<file path="src/common/fcpd_pkg.sv">
// Package: constants, opcodes and carrier types of the command decoder
package fcpd_pkg;
  // APB register byte offsets
  localparam logic [7:0] ADDR_CMD_DATA = 8'h00;
  localparam logic [7:0] ADDR_STATUS = 8'h04;
  localparam logic [7:0] ADDR_PARAM0 = 8'h08;
  localparam logic [7:0] ADDR_PARAM1 = 8'h0C;
  localparam logic [7:0] ADDR_CONFIG = 8'h10;
  // Opcodes, low five bits of the first command byte
  localparam logic [4:0] OP_READ = 5'h06;
  localparam logic [4:0] OP_WRITE = 5'h05;
  localparam logic [4:0] OP_VERIFY = 5'h16;
  localparam logic [4:0] OP_SPECIFY = 5'h03;
  localparam logic [4:0] OP_SENSE_INT = 5'h08;
  localparam logic [4:0] OP_CONFIGURE = 5'h13;
  localparam logic [4:0] OP_PERP = 5'h12;
  localparam logic [4:0] OP_LOCK = 5'h14;
  localparam logic [4:0] OP_SEEK = 5'h0F;
  // Parameter byte counts
  localparam logic [3:0] NP_XFER = 4'h8;
  localparam logic [3:0] NP_SPECIFY = 4'h2;
  localparam logic [3:0] NP_CONFIGURE = 4'h3;
  localparam logic [3:0] NP_PERP = 4'h1;
  localparam logic [3:0] NP_SEEK = 4'h2;
  // Bit positions inside command and parameter bytes
  localparam int MT_BIT = 7;
  localparam int MFM_BIT = 6;
  localparam int REL_BIT = 7;
  localparam int DIR_BIT = 6;
  localparam int EC_BIT = 7;
  localparam int LOCK_BIT = 7;
  localparam int OW_BIT = 7;
  localparam int PERP_D0_BIT = 2;
  localparam int PERP_GAP_BIT = 1;
  localparam int HEAD_BIT = 2;
  localparam int EIS_BIT = 6;
  localparam int FIFO_DISABLE_LOW_BIT = 5;
  localparam int POLL_BIT = 4;
  // Result and reset values
  localparam logic [7:0] ST0_INVALID = 8'h80;
  localparam logic [7:0] ST0_SEEK_END = 8'h20;
  localparam logic FIFO_DIS_RST = 1'b1;
  localparam logic [3:0] FIFO_THRESHOLD_RST = 4'h0;
  localparam logic [7:0] PRECOMP_START_TRACK_RST = 8'h00;
  localparam logic [6:0] HLT_RST = 7'h01;
  localparam logic [3:0] HUT_RST = 4'h1;
  localparam logic [15:0] SECTOR_BASE_BYTES = 16'h0080;
  localparam logic [7:0] FIRST_SECTOR = 8'h01;
  // Head timing unit
  localparam int CLK_PERIOD_NS = 20;
  localparam int HEAD_UNIT_NS = 1000;
  localparam int HEAD_UNIT_CYC_I = (HEAD_UNIT_NS + CLK_PERIOD_NS - 1)
    / CLK_PERIOD_NS;
  localparam logic [5:0] HEAD_UNIT_CYC = 6'(HEAD_UNIT_CYC_I);

  typedef enum logic [1:0] {
    ST_CMD = 2'b00,
    ST_PARAM = 2'b01,
    ST_EXEC = 2'b11,
    ST_RESULT = 2'b10
  } fcpd_phase_type;

  typedef struct packed {
    logic psel;
    logic penable;
    logic pwrite;
    logic [7:0] paddr;
    logic [31:0] pwdata;
  } fcpd_apb_req_type;

  typedef struct packed {
    logic pready;
    logic pslverr;
    logic [31:0] prdata;
  } fcpd_apb_rsp_type;

  typedef struct packed {
    logic [1:0] drive_select_bits;
    logic [1:0] drive_onehot;
    logic head_select;
    logic [7:0] cylinder;
    logic [7:0] id_head;
    logic [7:0] sector;
    logic [2:0] size_code;
    logic [7:0] last_sector_number;
    logic [7:0] intersector_gap_length;
    logic [7:0] short_sector_length;
    logic [7:0] sectors_per_track;
  } fcpd_params_type;
endpackage

</file>
<file path="src/design/fcpd_decoder.sv">
// Floppy command acceptance and parameter decoder with APB slave
// Functional notes
// - Check first command byte for valid opcode; invalid raises interrupt.
// - Sense interrupt status after invalid opcode answers invalid command.
// - Cylinder address is an eight-bit value, 0 to 255.
// - Perpendicular drive flag one marks that drive perpendicular.
// - Relative seek direction 0 steps out, 1 steps in.
// - Size code zero: 128-byte sector, short length sets bytes moved.
// - Excess sector bytes dropped on reads, zero-filled on writes.
// - CRC covers the full physical sector.
// - Verify count enable turns short length into sectors per track.
// - FIFO enable bit active low; one disables and is default.
// - Implied seek bit requests seek before read or write.
// - Last sector number ends processing on the track.
// - Perpendicular gap parameter alters gap 2 length.
// - Gap length parameter sets gap 3 size.
// - Head select picks disk side 0 or 1.
// - Wait head-load interval before read or write.
// - Unload head after head-unload interval past execution end.
// - Lock keeps FIFO and precompensation settings across soft reset.
// - Density bit one selects MFM, zero selects FM.
// - Multi-track continues at first sector under head 1.
//
// Implementation choices: the APB register port and the register addresses.
`timescale 1ns/1ps
`default_nettype none
module fcpd_decoder
  import fcpd_pkg::*;
(
  input wire logic pclk,
  input wire logic presetn,
  input wire logic ce,
  input wire fcpd_apb_req_type apb_req,
  output fcpd_apb_rsp_type apb_rsp,
  input wire logic soft_reset_dor,
  input wire logic soft_reset_dsr,
  input wire logic disk_byte,
  input wire logic exec_done,
  output fcpd_params_type params,
  output logic int_req,
  output logic head_load,
  output logic head_ready,
  output logic host_pass,
  output logic zero_fill,
  output logic crc_byte,
  output logic implied_seek_req,
  output logic step_dir,
  output logic rel_seek,
  output logic fifo_enabled,
  output logic [3:0] fifo_threshold,
  output logic [7:0] precomp_start_track,
  output logic mfm_mode,
  output logic perp_gap2_alter,
  output logic [7:0] gap3_length,
  output logic [1:0] perp_drive_flags
);
  typedef struct packed {
    fcpd_phase_type phase;
    logic [7:0] opcode;
    logic [3:0] byte_idx;
    logic [3:0] need;
    fcpd_params_type prm;
    logic [6:0] head_load_delay;
    logic [3:0] head_unload_delay;
    logic fifo_disable_low;
    logic [3:0] fifo_threshold;
    logic [7:0] precomp_start_track;
    logic implied_seek_enable;
    logic polling_disable;
    logic lock;
    logic [1:0] perp_flags;
    logic perp_gap;
    logic int_pending;
    logic int_invalid;
    logic res_idx;
    logic step_dir;
    logic rel_seek;
    logic count_enable;
    logic multi_track_flag;
    logic mfm;
    logic head_loaded;
    logic loading;
    logic unloading;
    logic [7:0] dly_cnt;
    logic [5:0] unit_cnt;
    logic [15:0] byte_pos;
    logic pslverr;
    logic [31:0] prdata;
  } fcpd_regs_type;

  localparam fcpd_regs_type REGS_RST = '{
    phase: ST_CMD,
    head_load_delay: HLT_RST,
    head_unload_delay: HUT_RST,
    fifo_disable_low: FIFO_DIS_RST,
    fifo_threshold: FIFO_THRESHOLD_RST,
    precomp_start_track: PRECOMP_START_TRACK_RST,
    default: '0
  };

  fcpd_regs_type r_q;
  fcpd_regs_type r_d;

  logic acc_wr;
  logic acc_rd;
  logic setup;
  logic mapped;
  logic [4:0] op_lo;
  logic first_valid;
  logic [3:0] first_need;
  logic is_xfer;
  logic is_seek;
  logic is_read;
  logic is_write;
  logic [15:0] phys_len;
  logic [15:0] host_len;
  logic [7:0] result_byte;
  logic [31:0] rd_mux;
  logic soft_rst;
  logic [7:0] wb;

  assign setup = apb_req.psel && !apb_req.penable;
  assign acc_wr = apb_req.psel && apb_req.penable && apb_req.pwrite;
  assign acc_rd = apb_req.psel && apb_req.penable && !apb_req.pwrite;
  assign wb = apb_req.pwdata[7:0];
  assign mapped = apb_req.paddr == ADDR_CMD_DATA ||
    apb_req.paddr == ADDR_STATUS || apb_req.paddr == ADDR_PARAM0 ||
    apb_req.paddr == ADDR_PARAM1 || apb_req.paddr == ADDR_CONFIG;
  assign soft_rst = soft_reset_dor || soft_reset_dsr;

  // Opcode check on the incoming first byte
  assign op_lo = wb[4:0];
  always_comb begin
    first_valid = 1'b1;
    first_need = 4'h0;
    case (op_lo)
      OP_READ, OP_WRITE: first_need = NP_XFER;
      OP_VERIFY: first_need = NP_XFER;
      OP_SPECIFY: first_need = NP_SPECIFY;
      OP_CONFIGURE: first_need = NP_CONFIGURE;
      OP_PERP: first_need = NP_PERP;
      OP_SEEK: first_need = NP_SEEK;
      OP_SENSE_INT, OP_LOCK: first_need = 4'h0;
      default: first_valid = 1'b0;
    endcase
  end

  assign is_read = r_q.opcode[4:0] == OP_READ;
  assign is_write = r_q.opcode[4:0] == OP_WRITE;
  assign is_xfer = is_read || is_write || r_q.opcode[4:0] == OP_VERIFY;
  assign is_seek = r_q.opcode[4:0] == OP_SEEK;

  // Physical sector size doubles per size code step
  assign phys_len = SECTOR_BASE_BYTES << r_q.prm.size_code;
  // Verify with count enable keeps full sectors
  assign host_len = (r_q.prm.size_code == 3'h0 && !r_q.count_enable) ?
    {8'h00, r_q.prm.short_sector_length} : phys_len;

  assign result_byte = (r_q.res_idx == 1'b0) ?
    (r_q.int_invalid ? ST0_INVALID :
    (ST0_SEEK_END | {5'h00, r_q.prm.head_select,
    r_q.prm.drive_select_bits})) : r_q.prm.cylinder;

  always_comb begin
    rd_mux = 32'h0000_0000;
    case (apb_req.paddr)
      ADDR_CMD_DATA: rd_mux = {24'h000000,
        (r_q.phase == ST_RESULT) ? result_byte : 8'h00};
      ADDR_STATUS: rd_mux = {24'h000000,
        r_q.phase != ST_EXEC, r_q.phase == ST_RESULT, 1'b0,
        r_q.phase != ST_CMD, r_q.loading, r_q.head_loaded,
        r_q.int_invalid, r_q.int_pending};
      ADDR_PARAM0: rd_mux = {r_q.prm.cylinder, r_q.prm.sector,
        r_q.prm.last_sector_number, 5'h00, r_q.prm.size_code};
      ADDR_PARAM1: rd_mux = {r_q.prm.intersector_gap_length,
        r_q.prm.short_sector_length, r_q.prm.id_head,
        5'h00, r_q.prm.head_select, r_q.prm.drive_select_bits};
      ADDR_CONFIG: rd_mux = {r_q.precomp_start_track, r_q.lock,
        r_q.implied_seek_enable, r_q.fifo_disable_low,
        r_q.polling_disable, r_q.fifo_threshold, r_q.head_load_delay,
        r_q.perp_flags[0], r_q.head_unload_delay, r_q.perp_flags[1], r_q.perp_gap,
        r_q.mfm, r_q.multi_track_flag};
      default: rd_mux = 32'h0000_0000;
    endcase
  end

  always_comb begin
    r_d = r_q;
    // Read data and error captured in setup so both come from flops
    if (setup) begin
      r_d.prdata = mapped ? rd_mux : 32'h0000_0000;
      r_d.pslverr = !mapped;
    end
    // Head timer, one tick per time unit
    if (r_q.dly_cnt != 8'h00) begin
      if (r_q.unit_cnt == HEAD_UNIT_CYC - 6'h01) begin
        r_d.unit_cnt = 6'h00;
        r_d.dly_cnt = r_q.dly_cnt - 8'h01;
      end else begin
        r_d.unit_cnt = r_q.unit_cnt + 6'h01;
      end
    end else if (r_q.loading) begin
      r_d.loading = 1'b0;
    end else if (r_q.unloading) begin
      r_d.unloading = 1'b0;
      r_d.head_loaded = 1'b0;
    end
    case (r_q.phase)
      ST_CMD: begin
        if (acc_wr && apb_req.paddr == ADDR_CMD_DATA) begin
          r_d.opcode = wb;
          r_d.byte_idx = 4'h0;
          r_d.need = first_need;
          if (!first_valid) begin
            r_d.int_pending = 1'b1;
            r_d.int_invalid = 1'b1;
          end else if (op_lo == OP_SENSE_INT) begin
            r_d.phase = ST_RESULT;
            r_d.res_idx = 1'b0;
          end else if (op_lo == OP_LOCK) begin
            r_d.lock = wb[LOCK_BIT];
          end else begin
            r_d.phase = ST_PARAM;
            if (op_lo == OP_SEEK) begin
              r_d.rel_seek = wb[REL_BIT];
              r_d.step_dir = wb[DIR_BIT];
            end else if (first_need == NP_XFER) begin
              r_d.multi_track_flag = wb[MT_BIT];
              r_d.mfm = wb[MFM_BIT];
              r_d.count_enable = 1'b0;
            end
          end
        end
      end
      ST_PARAM: begin
        if (acc_wr && apb_req.paddr == ADDR_CMD_DATA) begin
          r_d.byte_idx = r_q.byte_idx + 4'h1;
          if (is_xfer || is_seek) begin
            case (r_q.byte_idx)
              4'h0: begin
                r_d.prm.drive_select_bits = wb[1:0];
                r_d.prm.head_select = wb[HEAD_BIT];
                if (r_q.opcode[4:0] == OP_VERIFY) begin
                  r_d.count_enable = wb[EC_BIT];
                end
              end
              4'h1: r_d.prm.cylinder = wb;
              4'h2: r_d.prm.id_head = wb;
              4'h3: r_d.prm.sector = wb;
              4'h4: r_d.prm.size_code = wb[2:0];
              4'h5: r_d.prm.last_sector_number = wb;
              4'h6: r_d.prm.intersector_gap_length = wb;
              default: begin
                r_d.prm.short_sector_length = wb;
                if (r_q.count_enable) begin
                  r_d.prm.sectors_per_track = wb;
                end
              end
            endcase
          end else if (r_q.opcode[4:0] == OP_SPECIFY) begin
            if (r_q.byte_idx == 4'h0) begin
              r_d.head_unload_delay = wb[3:0];
            end else begin
              r_d.head_load_delay = wb[7:1];
            end
          end else if (r_q.opcode[4:0] == OP_CONFIGURE) begin
            if (r_q.byte_idx == 4'h1) begin
              r_d.implied_seek_enable = wb[EIS_BIT];
              r_d.fifo_disable_low = wb[FIFO_DISABLE_LOW_BIT];
              r_d.polling_disable = wb[POLL_BIT];
              r_d.fifo_threshold = wb[3:0];
            end else if (r_q.byte_idx == 4'h2) begin
              r_d.precomp_start_track = wb;
            end
          end else if (wb[OW_BIT]) begin
            // Flags change only with the overwrite bit set
            r_d.perp_flags = wb[PERP_D0_BIT+1:PERP_D0_BIT];
            r_d.perp_gap = wb[PERP_GAP_BIT];
          end
          if (r_q.byte_idx + 4'h1 == r_q.need) begin
            r_d.phase = (is_xfer || is_seek) ? ST_EXEC : ST_CMD;
            r_d.byte_pos = 16'h0000;
            if (is_xfer) begin
              r_d.unloading = 1'b0;
              if (!r_q.head_loaded || r_q.loading) begin
                r_d.head_loaded = 1'b1;
                r_d.loading = 1'b1;
                r_d.dly_cnt = {1'b0, r_q.head_load_delay};
                r_d.unit_cnt = 6'h00;
              end else begin
                r_d.dly_cnt = 8'h00;
              end
            end
          end
        end
      end
      ST_EXEC: begin
        if (is_xfer && head_ready && disk_byte) begin
          if (r_q.byte_pos == phys_len - 16'h0001) begin
            r_d.byte_pos = 16'h0000;
            if (r_q.prm.sector == r_q.prm.last_sector_number) begin
              if (r_q.multi_track_flag && !r_q.prm.head_select) begin
                r_d.prm.head_select = 1'b1;
                r_d.prm.id_head = 8'h01;
                r_d.prm.sector = FIRST_SECTOR;
              end else begin
                r_d.phase = ST_CMD;
              end
            end else begin
              r_d.prm.sector = r_q.prm.sector + 8'h01;
            end
          end else begin
            r_d.byte_pos = r_q.byte_pos + 16'h0001;
          end
        end
        if (exec_done) begin
          r_d.phase = ST_CMD;
        end
        if (is_seek && exec_done) begin
          r_d.int_pending = 1'b1;
          r_d.int_invalid = 1'b0;
        end
        if (is_xfer && r_d.phase == ST_CMD) begin
          r_d.unloading = 1'b1;
          r_d.loading = 1'b0;
          r_d.dly_cnt = {4'h0, r_q.head_unload_delay};
          r_d.unit_cnt = 6'h00;
        end
      end
      ST_RESULT: begin
        if (acc_rd && apb_req.paddr == ADDR_CMD_DATA) begin
          r_d.res_idx = 1'b1;
          if (r_q.res_idx) begin
            r_d.phase = ST_CMD;
            r_d.int_pending = 1'b0;
            r_d.int_invalid = 1'b0;
          end
        end
      end
      default: r_d.phase = ST_CMD;
    endcase
    // Soft reset clears the core; specify timing always survives
    if (soft_rst) begin
      r_d = REGS_RST;
      r_d.head_load_delay = r_q.head_load_delay;
      r_d.head_unload_delay = r_q.head_unload_delay;
      r_d.lock = r_q.lock;
      r_d.prdata = r_q.prdata;
      r_d.pslverr = r_q.pslverr;
      if (r_q.lock) begin
        r_d.fifo_disable_low = r_q.fifo_disable_low;
        r_d.fifo_threshold = r_q.fifo_threshold;
        r_d.precomp_start_track = r_q.precomp_start_track;
      end
    end
  end

  always_ff @(posedge pclk or negedge presetn) begin
    if (!presetn) begin
      r_q <= REGS_RST;
    end else if (ce) begin
      r_q <= r_d;
    end
  end

  // Zero wait states: answer in the first access cycle
  assign apb_rsp.pready = apb_req.psel && apb_req.penable;
  assign apb_rsp.pslverr = r_q.pslverr && apb_req.psel && apb_req.penable;
  assign apb_rsp.prdata = r_q.prdata;

  always_comb begin
    params = r_q.prm;
    // Codes 10 and 11 address no drive
    case (r_q.prm.drive_select_bits)
      2'b00: params.drive_onehot = 2'b01;
      2'b01: params.drive_onehot = 2'b10;
      default: params.drive_onehot = 2'b00;
    endcase
  end

  assign int_req = r_q.int_pending;
  assign head_load = r_q.head_loaded;
  assign head_ready = r_q.phase == ST_EXEC && r_q.head_loaded &&
    !r_q.loading;
  assign host_pass = is_read && head_ready && disk_byte &&
    r_q.byte_pos < host_len;
  assign zero_fill = is_write && head_ready && disk_byte &&
    r_q.byte_pos >= host_len;
  assign crc_byte = is_xfer && head_ready && disk_byte;
  assign implied_seek_req = r_q.phase == ST_EXEC && is_xfer &&
    (is_read || is_write) && r_q.implied_seek_enable;
  assign step_dir = r_q.step_dir;
  assign rel_seek = r_q.rel_seek;
  assign fifo_enabled = !r_q.fifo_disable_low;
  assign fifo_threshold = r_q.fifo_threshold;
  assign precomp_start_track = r_q.precomp_start_track;
  assign mfm_mode = r_q.mfm;
  assign perp_gap2_alter = r_q.perp_gap &&
    r_q.perp_flags[r_q.prm.drive_select_bits[0]];
  assign gap3_length = r_q.prm.intersector_gap_length;
  assign perp_drive_flags = r_q.perp_flags;

  logic first_wr;
  assign first_wr = ce && !soft_rst && r_q.phase == ST_CMD && acc_wr &&
    apb_req.paddr == ADDR_CMD_DATA;
endmodule
`default_nettype wire

</file>
<file path="config.mk">
export PLATFORM = sky130hd
export DESIGN_NAME = fcpd_decoder
export DESIGN_NICKNAME = d
export VERILOG_FILES = /design/src/common/fcpd_pkg.sv /design/src/design/fcpd_decoder.sv
export SDC_FILE = /design/constraint.sdc
export NUM_CORES = 1
export LEC_CHECK = 0
export ABC_AREA = 1
export ABC_CLOCK_PERIOD_IN_PS = 5800
export BUFFER_PORTS_ARGS = -buffer_cell sky130_fd_sc_hd__buf_2
export CAP_MARGIN = 20
export CORE_ASPECT_RATIO = 1.5
export CORE_MARGIN = 5
export CORE_UTILIZATION = 58
export DETAILED_ROUTE_END_ITERATION = 12
export GPL_TIMING_DRIVEN = 0
export PLACE_DENSITY_LB_ADDON = 0.12
export SYNTH_ARGS = -nofsm -noshare
export SYNTH_HDL_FRONTEND = slang
export SYNTH_SLANG_ARGS = --single-unit
</file>
<file path="constraint.sdc">
create_clock -name pclk -period 5.8 [get_ports pclk]
set_clock_uncertainty 0.2 [all_clocks]
set_input_delay 0.87 -clock pclk [delete_from_list [all_inputs] [get_ports pclk]]
set_output_delay 0.87 -clock pclk [all_outputs]
set_load 0.1 [all_outputs]
</file>
==> impl_metrics.csv, run 1 <==
group,metric,value,unit
clocking,clock-sinks,180,
yosys,yosys_warnings,0,
die,die_h,181,µm
power,pwr_density_cell,287,mW/mm²
setup_path,cp_num_cells,14,
global_route,overflow,0,
detailed_routing,routed_wl,36800,µm
layout,fin_nets,1811,
setup_path,slowest_stage,"buf_2",
die,rows,62,
yosys,synthCells,1556,
setup_path,startpoint_type,"flip-flop",
global_route,antenna_found_initial,0,
sta,finalMaxSlewViolations,0,
setup_path,cpMostUsedCell,"nand2_1",
yosys,synth-main-ff-cell,"dfrtp_1",
setup_path,crit_path_start,"params[32]$_DFFE_PN0P_",
sta,fin_crit_sh,83.2,%
setup_path,crit_path_max_incr_delay,0.48,ns
power,ir_drop,0.204,mV
layout,nFillCells,1780,
clocking,post-cts-setup-buffer-count,0,
sta,setup_tns,0,ns
sta,worst_slew_pin_slew,1.10,ns
setup_path,worst_path_dominant_cell_family,"simple AND/OR/NAND/NOR gates",
die,core_area,0.0192,mm²
placement,hpwlAfterDp,28900,µm
die,initial_core_util,59.0,%
yosys,netlist_area,0.0113,mm²
yosys,synth.avg_cell_area,7.29,µm²
clocking,cts_buffer_depth,2,
layout,diodes,0,
setup_path,crit_required,4.73,ns
setup_path,reg2reg_slack,2.66,ns
yosys,yosysSeqAreaShare,39.7,%
clocking,ctsHoldBuffers,0,
sta,fin_crit,4.83,ns
yosys,async_flop_share,100,%
detailed_routing,drcViolationCount,0,
global_route,grt_pass1_vias,10700,
sta,timing.fmax,207,MHz
min_path,hold_path.class,"in -> async",
layout,synthToLayoutAreaGrowth,15.1,%
sta,slew_headroom,26.2,%
flow_run,maxCapViolCount,0,
global_route,grt_usage,32.7,%
detailed_routing,wl_per_cell,18.4,µm
global_route,grt_start_max_net_pins,100,
clocking,clkTransAtPathRegs,0.07,ns
setup_path,ff2ff_path_depth,11,
placement,place_ws,1.46,ns
die,io_pins,182,
detailed_routing,drtAntennaViolNets,0,
power,p_leak,6.73,nW
yosys,syn_nets,1634,
detailed_routing,dr.pass1.iters,5,
setup_path,end_kind,"primary output",
setup_path,path_cells,"buf_2, inv_1, nand2_1, nor2_1, nand2_1, ha_1, nand2_1, inv_1, a221oi_1, nor2_1, o21ai_0, nand2_1, nor3_1, buf_2",
layout,drive_above_1_share,20.4,%
yosys,synth_edf_count,0,
clocking,post_cts_resized,0,
sta,setup_viol,0,
setup_path,critPathArrivalTime,3.76,ns
clocking,cts_root_buffer,"clkbuf_16",
setup_path,critical_path_class,"reg -> out",
yosys,synth-seq-cells,180,
placement,gp_congestion,0.978,
setup_path,critPathBufInv,4,
clocking,htreeDepth,4,
sta,hold_violations,0,
setup_path,worst_r2r_endpoint,"r_q[49]$_DFFE_PN0P_",
die,dieArea,0.0225,mm²
placement,io_buffers,156,
detailed_routing,via_count,11100,
setup_path,worstPathMaxFanout,9,
detailed_routing,viasPerCell,5.56,
clocking,cts_tree,"yes",
yosys,synth.distinct_cells,52,
setup_path,endpoint,"host_pass",
sta,postLayoutSetupSlackWorst,0.975,ns
setup_path,r2r-start,"r_q[172]$_DFFE_PN0P_",
layout,post-route-util,67.9,%
clocking,numCtsBuffers,17,
die,die_w,124,µm
global_route,grt_pass1_wl,58300,µm
power,total_power,3.75,mW
clocking,clk_latency,0.44,ns
run_status,status,"finished clean",
detailed_routing,drtIter0Drc,1076,
sta,grt_setup_unrepaired,"no",
cells in the mapped netlist, types with 6 or more instances:
library cell	instances	area share (%)
xor2_1	15	1.2
a22o_1	7	0.54
o31ai_1	6	0.40
nand3_1	80	3.5
buf_4	117	7.7
buf_2	10	0.44
nand2_1	403	13
ha_1	28	3.1
o21ai_0	152	6.7
o22ai_1	13	0.72
a221oi_1	7	0.54
nor2_1	124	4.1
o21ai_1	27	1.2
inv_1	166	5.5
clkbuf_1	30	0.99
inv_2	12	0.40
a21oi_1	54	2.4
nor3_1	29	1.3
a31oi_1	9	0.50
nand4_1	20	1.1
o21a_1	7	0.46
dfrtp_1	177	39
layout make-up:
type                            instances  area, µm²  share of cell area, %
Timing Repair Buffer                  158        823                   6.30
Tap cell                              256        320                   2.45
Sequential cell                       180       4510                   34.5
Inverter                              178        668                   5.12
Clock buffer                           18        439                   3.36
Multi-Input combinational cell       1035       5100                   39.0
Buffer                                163       1070                   8.22
Clock inverter                         12        130                  0.996
logic make-up (layout without fill, tap and decap cells):
kind of cell / after synthesis / count (layout) / synth area share, %
flip-flops: 180 / 180 / 39.7
buffers and inverters: 341 / 529 / 15.3
XOR/XNOR: 20 / 20 / 1.54
AO/OA/AOI/OAI: 301 / 301 / 14.9
adder cells (fa/ha/maj): 28 / 28 / 3.09
AND/OR/NAND/NOR: 686 / 686 / 25.4
registers in the layout, summed over array words and instances (netlist names), 2 cells and up:
register	count
perp_drive_flags	2
precomp_start_track	8
apb_rsp	32
r_q	67
gap3_length	8
fifo_threshold	4
params	54
worst min-delay path by stage:
stage                                   end  slack [ns]  depth (start not counted)
finish                  r_q[46]$_DFFE_PN0P_        0.19                          1
global route            r_q[48]$_DFFE_PN0P_        0.24                          1
CTS                     r_q[48]$_DFFE_PN0P_        0.24                          1
detailed placement      r_q[94]$_DFFE_PN0P_        0.27                          2
global placement    apb_rsp[10]$_DFFE_PN0P_        0.27                          2
floorplan           apb_rsp[28]$_DFFE_PN0P_        0.25                          2
power breakdown:
group / leakage, nW / internal (mW) / switching, mW
clock network: 0.284 / 0.643 / 0.504
logic: 4.00 / 0.288 / 0.892
registers: 2.44 / 1.33 / 0.0922
total: 6.73 / 2.26 / 1.49
metal layers:
| layer | vias to the layer above | part of all wire (%) | GRT usage [%] |
|---|---|---|---|
| met5 | - | 0 | 0 |
| met4 | 0 | 5.9 | 17.9 |
| met3 | 122 | 6.3 | 5.38 |
| met2 | 484 | 50 | 57.6 |
| met1 | 5184 | 38 | 37.8 |
| li1 | 5327 | - | - |
cell usage in the layout (no fill, tap or decap), drive strengths merged, types with 2 or more instances in the layout:
cell / n
buf: 289
a22o: 7
clkbuf: 50
o21a: 7
a21oi: 55
clkinv: 6
a221oi: 7
dfrtp: 177
o21ai: 180
nor2: 132
nor4: 6
nand2: 406
a211oi: 5
xnor2: 5
o211ai: 4
dfstp: 3
xor2: 15
bufinv: 2
a31oi: 9
or2: 3
o22ai: 13
nand3b: 2
inv: 181
nand3: 81
o41ai: 2
ha: 28
nor3: 32
o31ai: 6
nand4: 20
metrics by stage:
step	instances	hold WS, ns	area (µm²)
2_1_floorplan	1556	0.250	11300
6_report	2000	0.188	13100
3_5_place_dp	1970	0.273	12500
4_1_cts	2000	0.235	13100
3_3_place_gp	1968	0.267	12400
5_1_grt	2000	0.235	13100
Power figures use the tool's default switching activity.
==> inputs of run 2 (changes only) <==
--- a/config.mk
+++ b/config.mk
@@ -5,13 +5,13 @@
 export SDC_FILE = /design/constraint.sdc
 export NUM_CORES = 1
 export LEC_CHECK = 0
-export ABC_AREA = 1
-export ABC_CLOCK_PERIOD_IN_PS = 5800
+export ABC_AREA = 0
+export ABC_CLOCK_PERIOD_IN_PS = 4300
 export BUFFER_PORTS_ARGS = -buffer_cell sky130_fd_sc_hd__buf_2
 export CAP_MARGIN = 20
 export CORE_ASPECT_RATIO = 1.5
 export CORE_MARGIN = 5
-export CORE_UTILIZATION = 58
+export CORE_UTILIZATION = 52
 export DETAILED_ROUTE_END_ITERATION = 12
 export GPL_TIMING_DRIVEN = 0
 export PLACE_DENSITY_LB_ADDON = 0.12
==> constraint.sdc (replaced) <==
create_clock -name pclk -period 4.3 [get_ports pclk]
set_clock_uncertainty 0.2 [all_clocks]
set_input_delay 0.645 -clock pclk [delete_from_list [all_inputs] [get_ports pclk]]
set_output_delay 0.645 -clock pclk [all_outputs]
set_load 0.1 [all_outputs]
==> run 2 against run 1 <==
Against the previous run:
- register-to-register slack lost 1.8 ns
- design area decreased by 1.1%
- worst setup slack got worse by 0.88 ns
- global-route usage is 1.3 points lower
- critical path depth decreased by 7
- final cell count is 14% lower
- core utilization fell by 6.6 points
- hold slack got worse by 0.15 ns
- clock-buffer cell count increased by 2
- sequential cell count did not move
- routed wire length is 3.4% higher
- sequential power rose by 23%
==> impl_metrics.csv, run 2 <==
group,metric,value,unit
yosys,synth.distinct_cells,80,
global_route,grt_start_max_net_pins,104,
sta,fin_crit,4.21,ns
setup_path,cp_num_cells,7,
layout,drive_above_1_share,24.4,%
yosys,synthTopCellsByCount,"211 x nand2_1, 177 x dfrtp_1, 126 x o21ai_0, 116 x buf_4, 67 x nor2_1",
global_route,antenna_found_initial,0,
yosys,netlist_area,0.0111,mm²
detailed_routing,wl_met2,18500,µm
yosys,synth-seq-cells,180,
die,io_pins,182,
detailed_routing,via_count,10500,
yosys,synthAdderAreaFrac,3.15,%
detailed_routing,routed_wl,38000,µm
detailed_routing,wl_per_cell,22.1,µm
setup_path,worst_path_dominant_cell_family,"buffers and inverters",
clocking,clkTransAtPathRegs,0.07,ns
clocking,cts_tree,"yes",
layout,synthToLayoutAreaGrowth,16.2,%
yosys,synth_top_family_by_area,"compound AO/OA/AOI/OAI gates",
run_status,status,"finished clean",
setup_path,critical_path_class,"reg -> out",
detailed_routing,top_layer_used,"met4",
yosys,synth-xor-area-share,2.13,%
setup_path,critPathArrivalTime,3.36,ns
placement,post_dp_cell_area,0.0123,mm²
die,die_w,129,µm
setup_path,startpoint_type,"flip-flop",
die,dieArea,0.0244,mm²
power,ir_drop,0.298,mV
layout,mostFrequentLayoutCells,"211 x nand2_1, 177 x dfrtp_1, 155 x buf_2, 125 x o21ai_0, 119 x buf_4",
setup_path,critPathBufInv,4,
layout,largest-register,"r_q",
die,die_h,189,µm
yosys,synthCells,1263,
yosys,syn_nets,1341,
placement,hpwlAfterDp,28800,µm
yosys,synth_edf_count,0,
yosys,async_flop_share,100,%
layout,largest_reg_flops,67,
yosys,synth.top_cell.area_share,39.9,%
sta,worst_slew_pin_slew,1.00,ns
die,rows,65,
yosys,yosysTopAreaCell,"dfrtp_1",
yosys,synth-compound-area-share,19.0,%
setup_path,end_kind,"primary output",
setup_path,crit_path_start,"r_q[185]$_DFFE_PN0P_",
clocking,htreeDepth,4,
yosys,yosys_warnings,0,
sta,hold_violations,0,
detailed_routing,drtIter0Drc,1063,
detailed_routing,drcViolationCount,0,
sta,setup_tns,0,ns
die,initial_core_util,52.7,%
flow_run,maxCapViolCount,0,
power,p_leak,6.08,nW
layout,final_cells,1716,
sta,slew_headroom,32.8,%
clocking,cts_root_buffer,"clkbuf_16",
sta,timing.fmax,238,MHz
detailed_routing,wl_met1,14300,µm
placement,gp_congestion,0.965,
min_path,hold_path.class,"in -> async",
yosys,yosys-top-cells-area,"dfrtp_1 40%, buf_4 7.8%, nand2_1 7.1%",
global_route,grt_usage,31.5,%
sta,grt_setup_unrepaired,"no",
setup_path,r2r-start,"r_q[172]$_DFFE_PN0P_",
setup_path,crit_required,3.45,ns
detailed_routing,viasPerCell,6.11,
setup_path,ff2ff_path_depth,9,
setup_path,worstPathMaxFanout,10,
detailed_routing,drtAntennaViolNets,0,
sta,setup_viol,0,
layout,diodes,0,
yosys,yosysSeqAreaShare,40.6,%
yosys,synthMuxAreaShare,4.30,%
clocking,clk_latency,0.45,ns
clocking,cts_buffer_depth,2,
detailed_routing,dr.pass1.iters,9,
layout,fin_nets,1513,
yosys,synth.avg_cell_area,8.79,µm²
setup_path,cpMostUsedCell,"buf_2",
setup_path,slowest_stage,"clkbuf_1",
yosys,yosys.area_share.simple,19.0,%
clocking,clock-sinks,180,
global_route,overflow,0,
setup_path,crit_path_max_incr_delay,0.64,ns
clocking,numCtsBuffers,17,
layout,final_area,0.0129,mm²
clocking,ctsHoldBuffers,0,
yosys,synth_most_common_cell,"nand2_1",
layout,final_common_cell,"nand2_1",
setup_path,path_cells,"ha_1, buf_2, buf_1, clkbuf_1, nand4_1, nor2_1, buf_2",
global_route,grt_pass1_wl,58800,µm
sta,finalMaxSlewViolations,0,
yosys,synth-main-ff-cell,"dfrtp_1",
global_route,grt_pass1_vias,10300,
die,core_area,0.0211,mm²
placement,io_buffers,151,
detailed_routing,wl_met3,2790,µm
placement,numPlacedInstances,1683,
sta,fin_crit_sh,97.9,%
power,pwr_density_cell,309,mW/mm²
run 2: cell types whose count changed after synthesis, moves of 15 or more:
| cell | change |
|---|---|
| a21oi_1 | -17 |
| a222oi_1 | +28 |
| clkbuf_1 | +31 |
| inv_1 | -128 |
| mux2_2 | +20 |
| nand2_1 | -192 |
| nand3_1 | -56 |
| nor2_1 | -57 |
| o21ai_0 | -26 |
| o21ai_1 | -16 |
| xnor2_1 | +15 |
run 2: cells by family (layout without fill, tap and decap cells):
group / count (synthesis) / after routing
xor+xnor: 27 / 27
simple gates: 442 / 442
fa+ha+maj: 28 / 28
mux: 43 / 43
buf+inv: 226 / 411
compound gates: 317 / 317
flops: 180 / 180
run 2: layer usage:
metal / global-route usage (%) / vias up
li1: - / 4778
met1: 38.7 / 5076
met2: 51.7 / 508
met3: 5.53 / 120
met4: 17.8 / 0
met5: 0 / -
run 2: per-stage QoR:
stage | power [mW] | util (%) | setup slack (ns) | hold WS (ns)
floorplan | 2.16 | - | 0.0526 | 0.149
finish | 3.99 | 61.3 | 0.0924 | 0.0383
detailed placement | 2.35 | 58.2 | 0.00131 | 0.270
CTS | 3.99 | 61.3 | 0.0489 | 0.0763
global placement | 2.34 | 58.0 | -0.609 | 0.265
global route | 4.11 | 61.3 | 0.00977 | 0.115
run 2: worst paths after layout:
kind	end	slack, ns
setup / recovery	implied_seek_req	0.09
hold reg to reg	params[0]$_DFFE_PN0P_	0.28
min in group pclk	params[0]$_DFFE_PN0P_	0.28
hold / removal	r_q[44]$_DFFE_PN0P_	0.04
setup reg to reg	r_q[54]$_DFFE_PN0P_	0.87
max in group asynchronous	r_q[97]$_DFFE_PN1P_	2.92
run 2: worst reg2reg max path, cell delays in order, from the launching register on:
cell and delay, ns:
dfrtp_1 0.43, inv_1 0.13, ha_1 0.34, xor2_1 0.17, nor4_1 0.32, nand3_1 0.27, nor3_1 0.59, o22ai_1 0.44
a41oi_1 0.35, o21ai_1 0.08
run 2: cell type report:
class	count	area [µm²]
plain buffers	188	1170
clock buffers	20	457
clock inverters	12	161
fillers	1924	8150
inverters	38	143
multi-input cells	857	5330
flip-flops and latches	180	4510
well taps	268	335
repair buffers	153	810
run 2: timing repair:
item | in CTS | in global routing
resized for setup | 5 | 8
setup endpoints to repair | 2 | 2
setup buffers | 1 | 0
pin swaps | 1 | 1
run 2: power by group:
part	leakage (nW)	switching, mW	internal [mW]
clock	0.301	0.754	0.914
combinational	3.29	0.436	0.136
sequential	2.49	0.0360	1.72
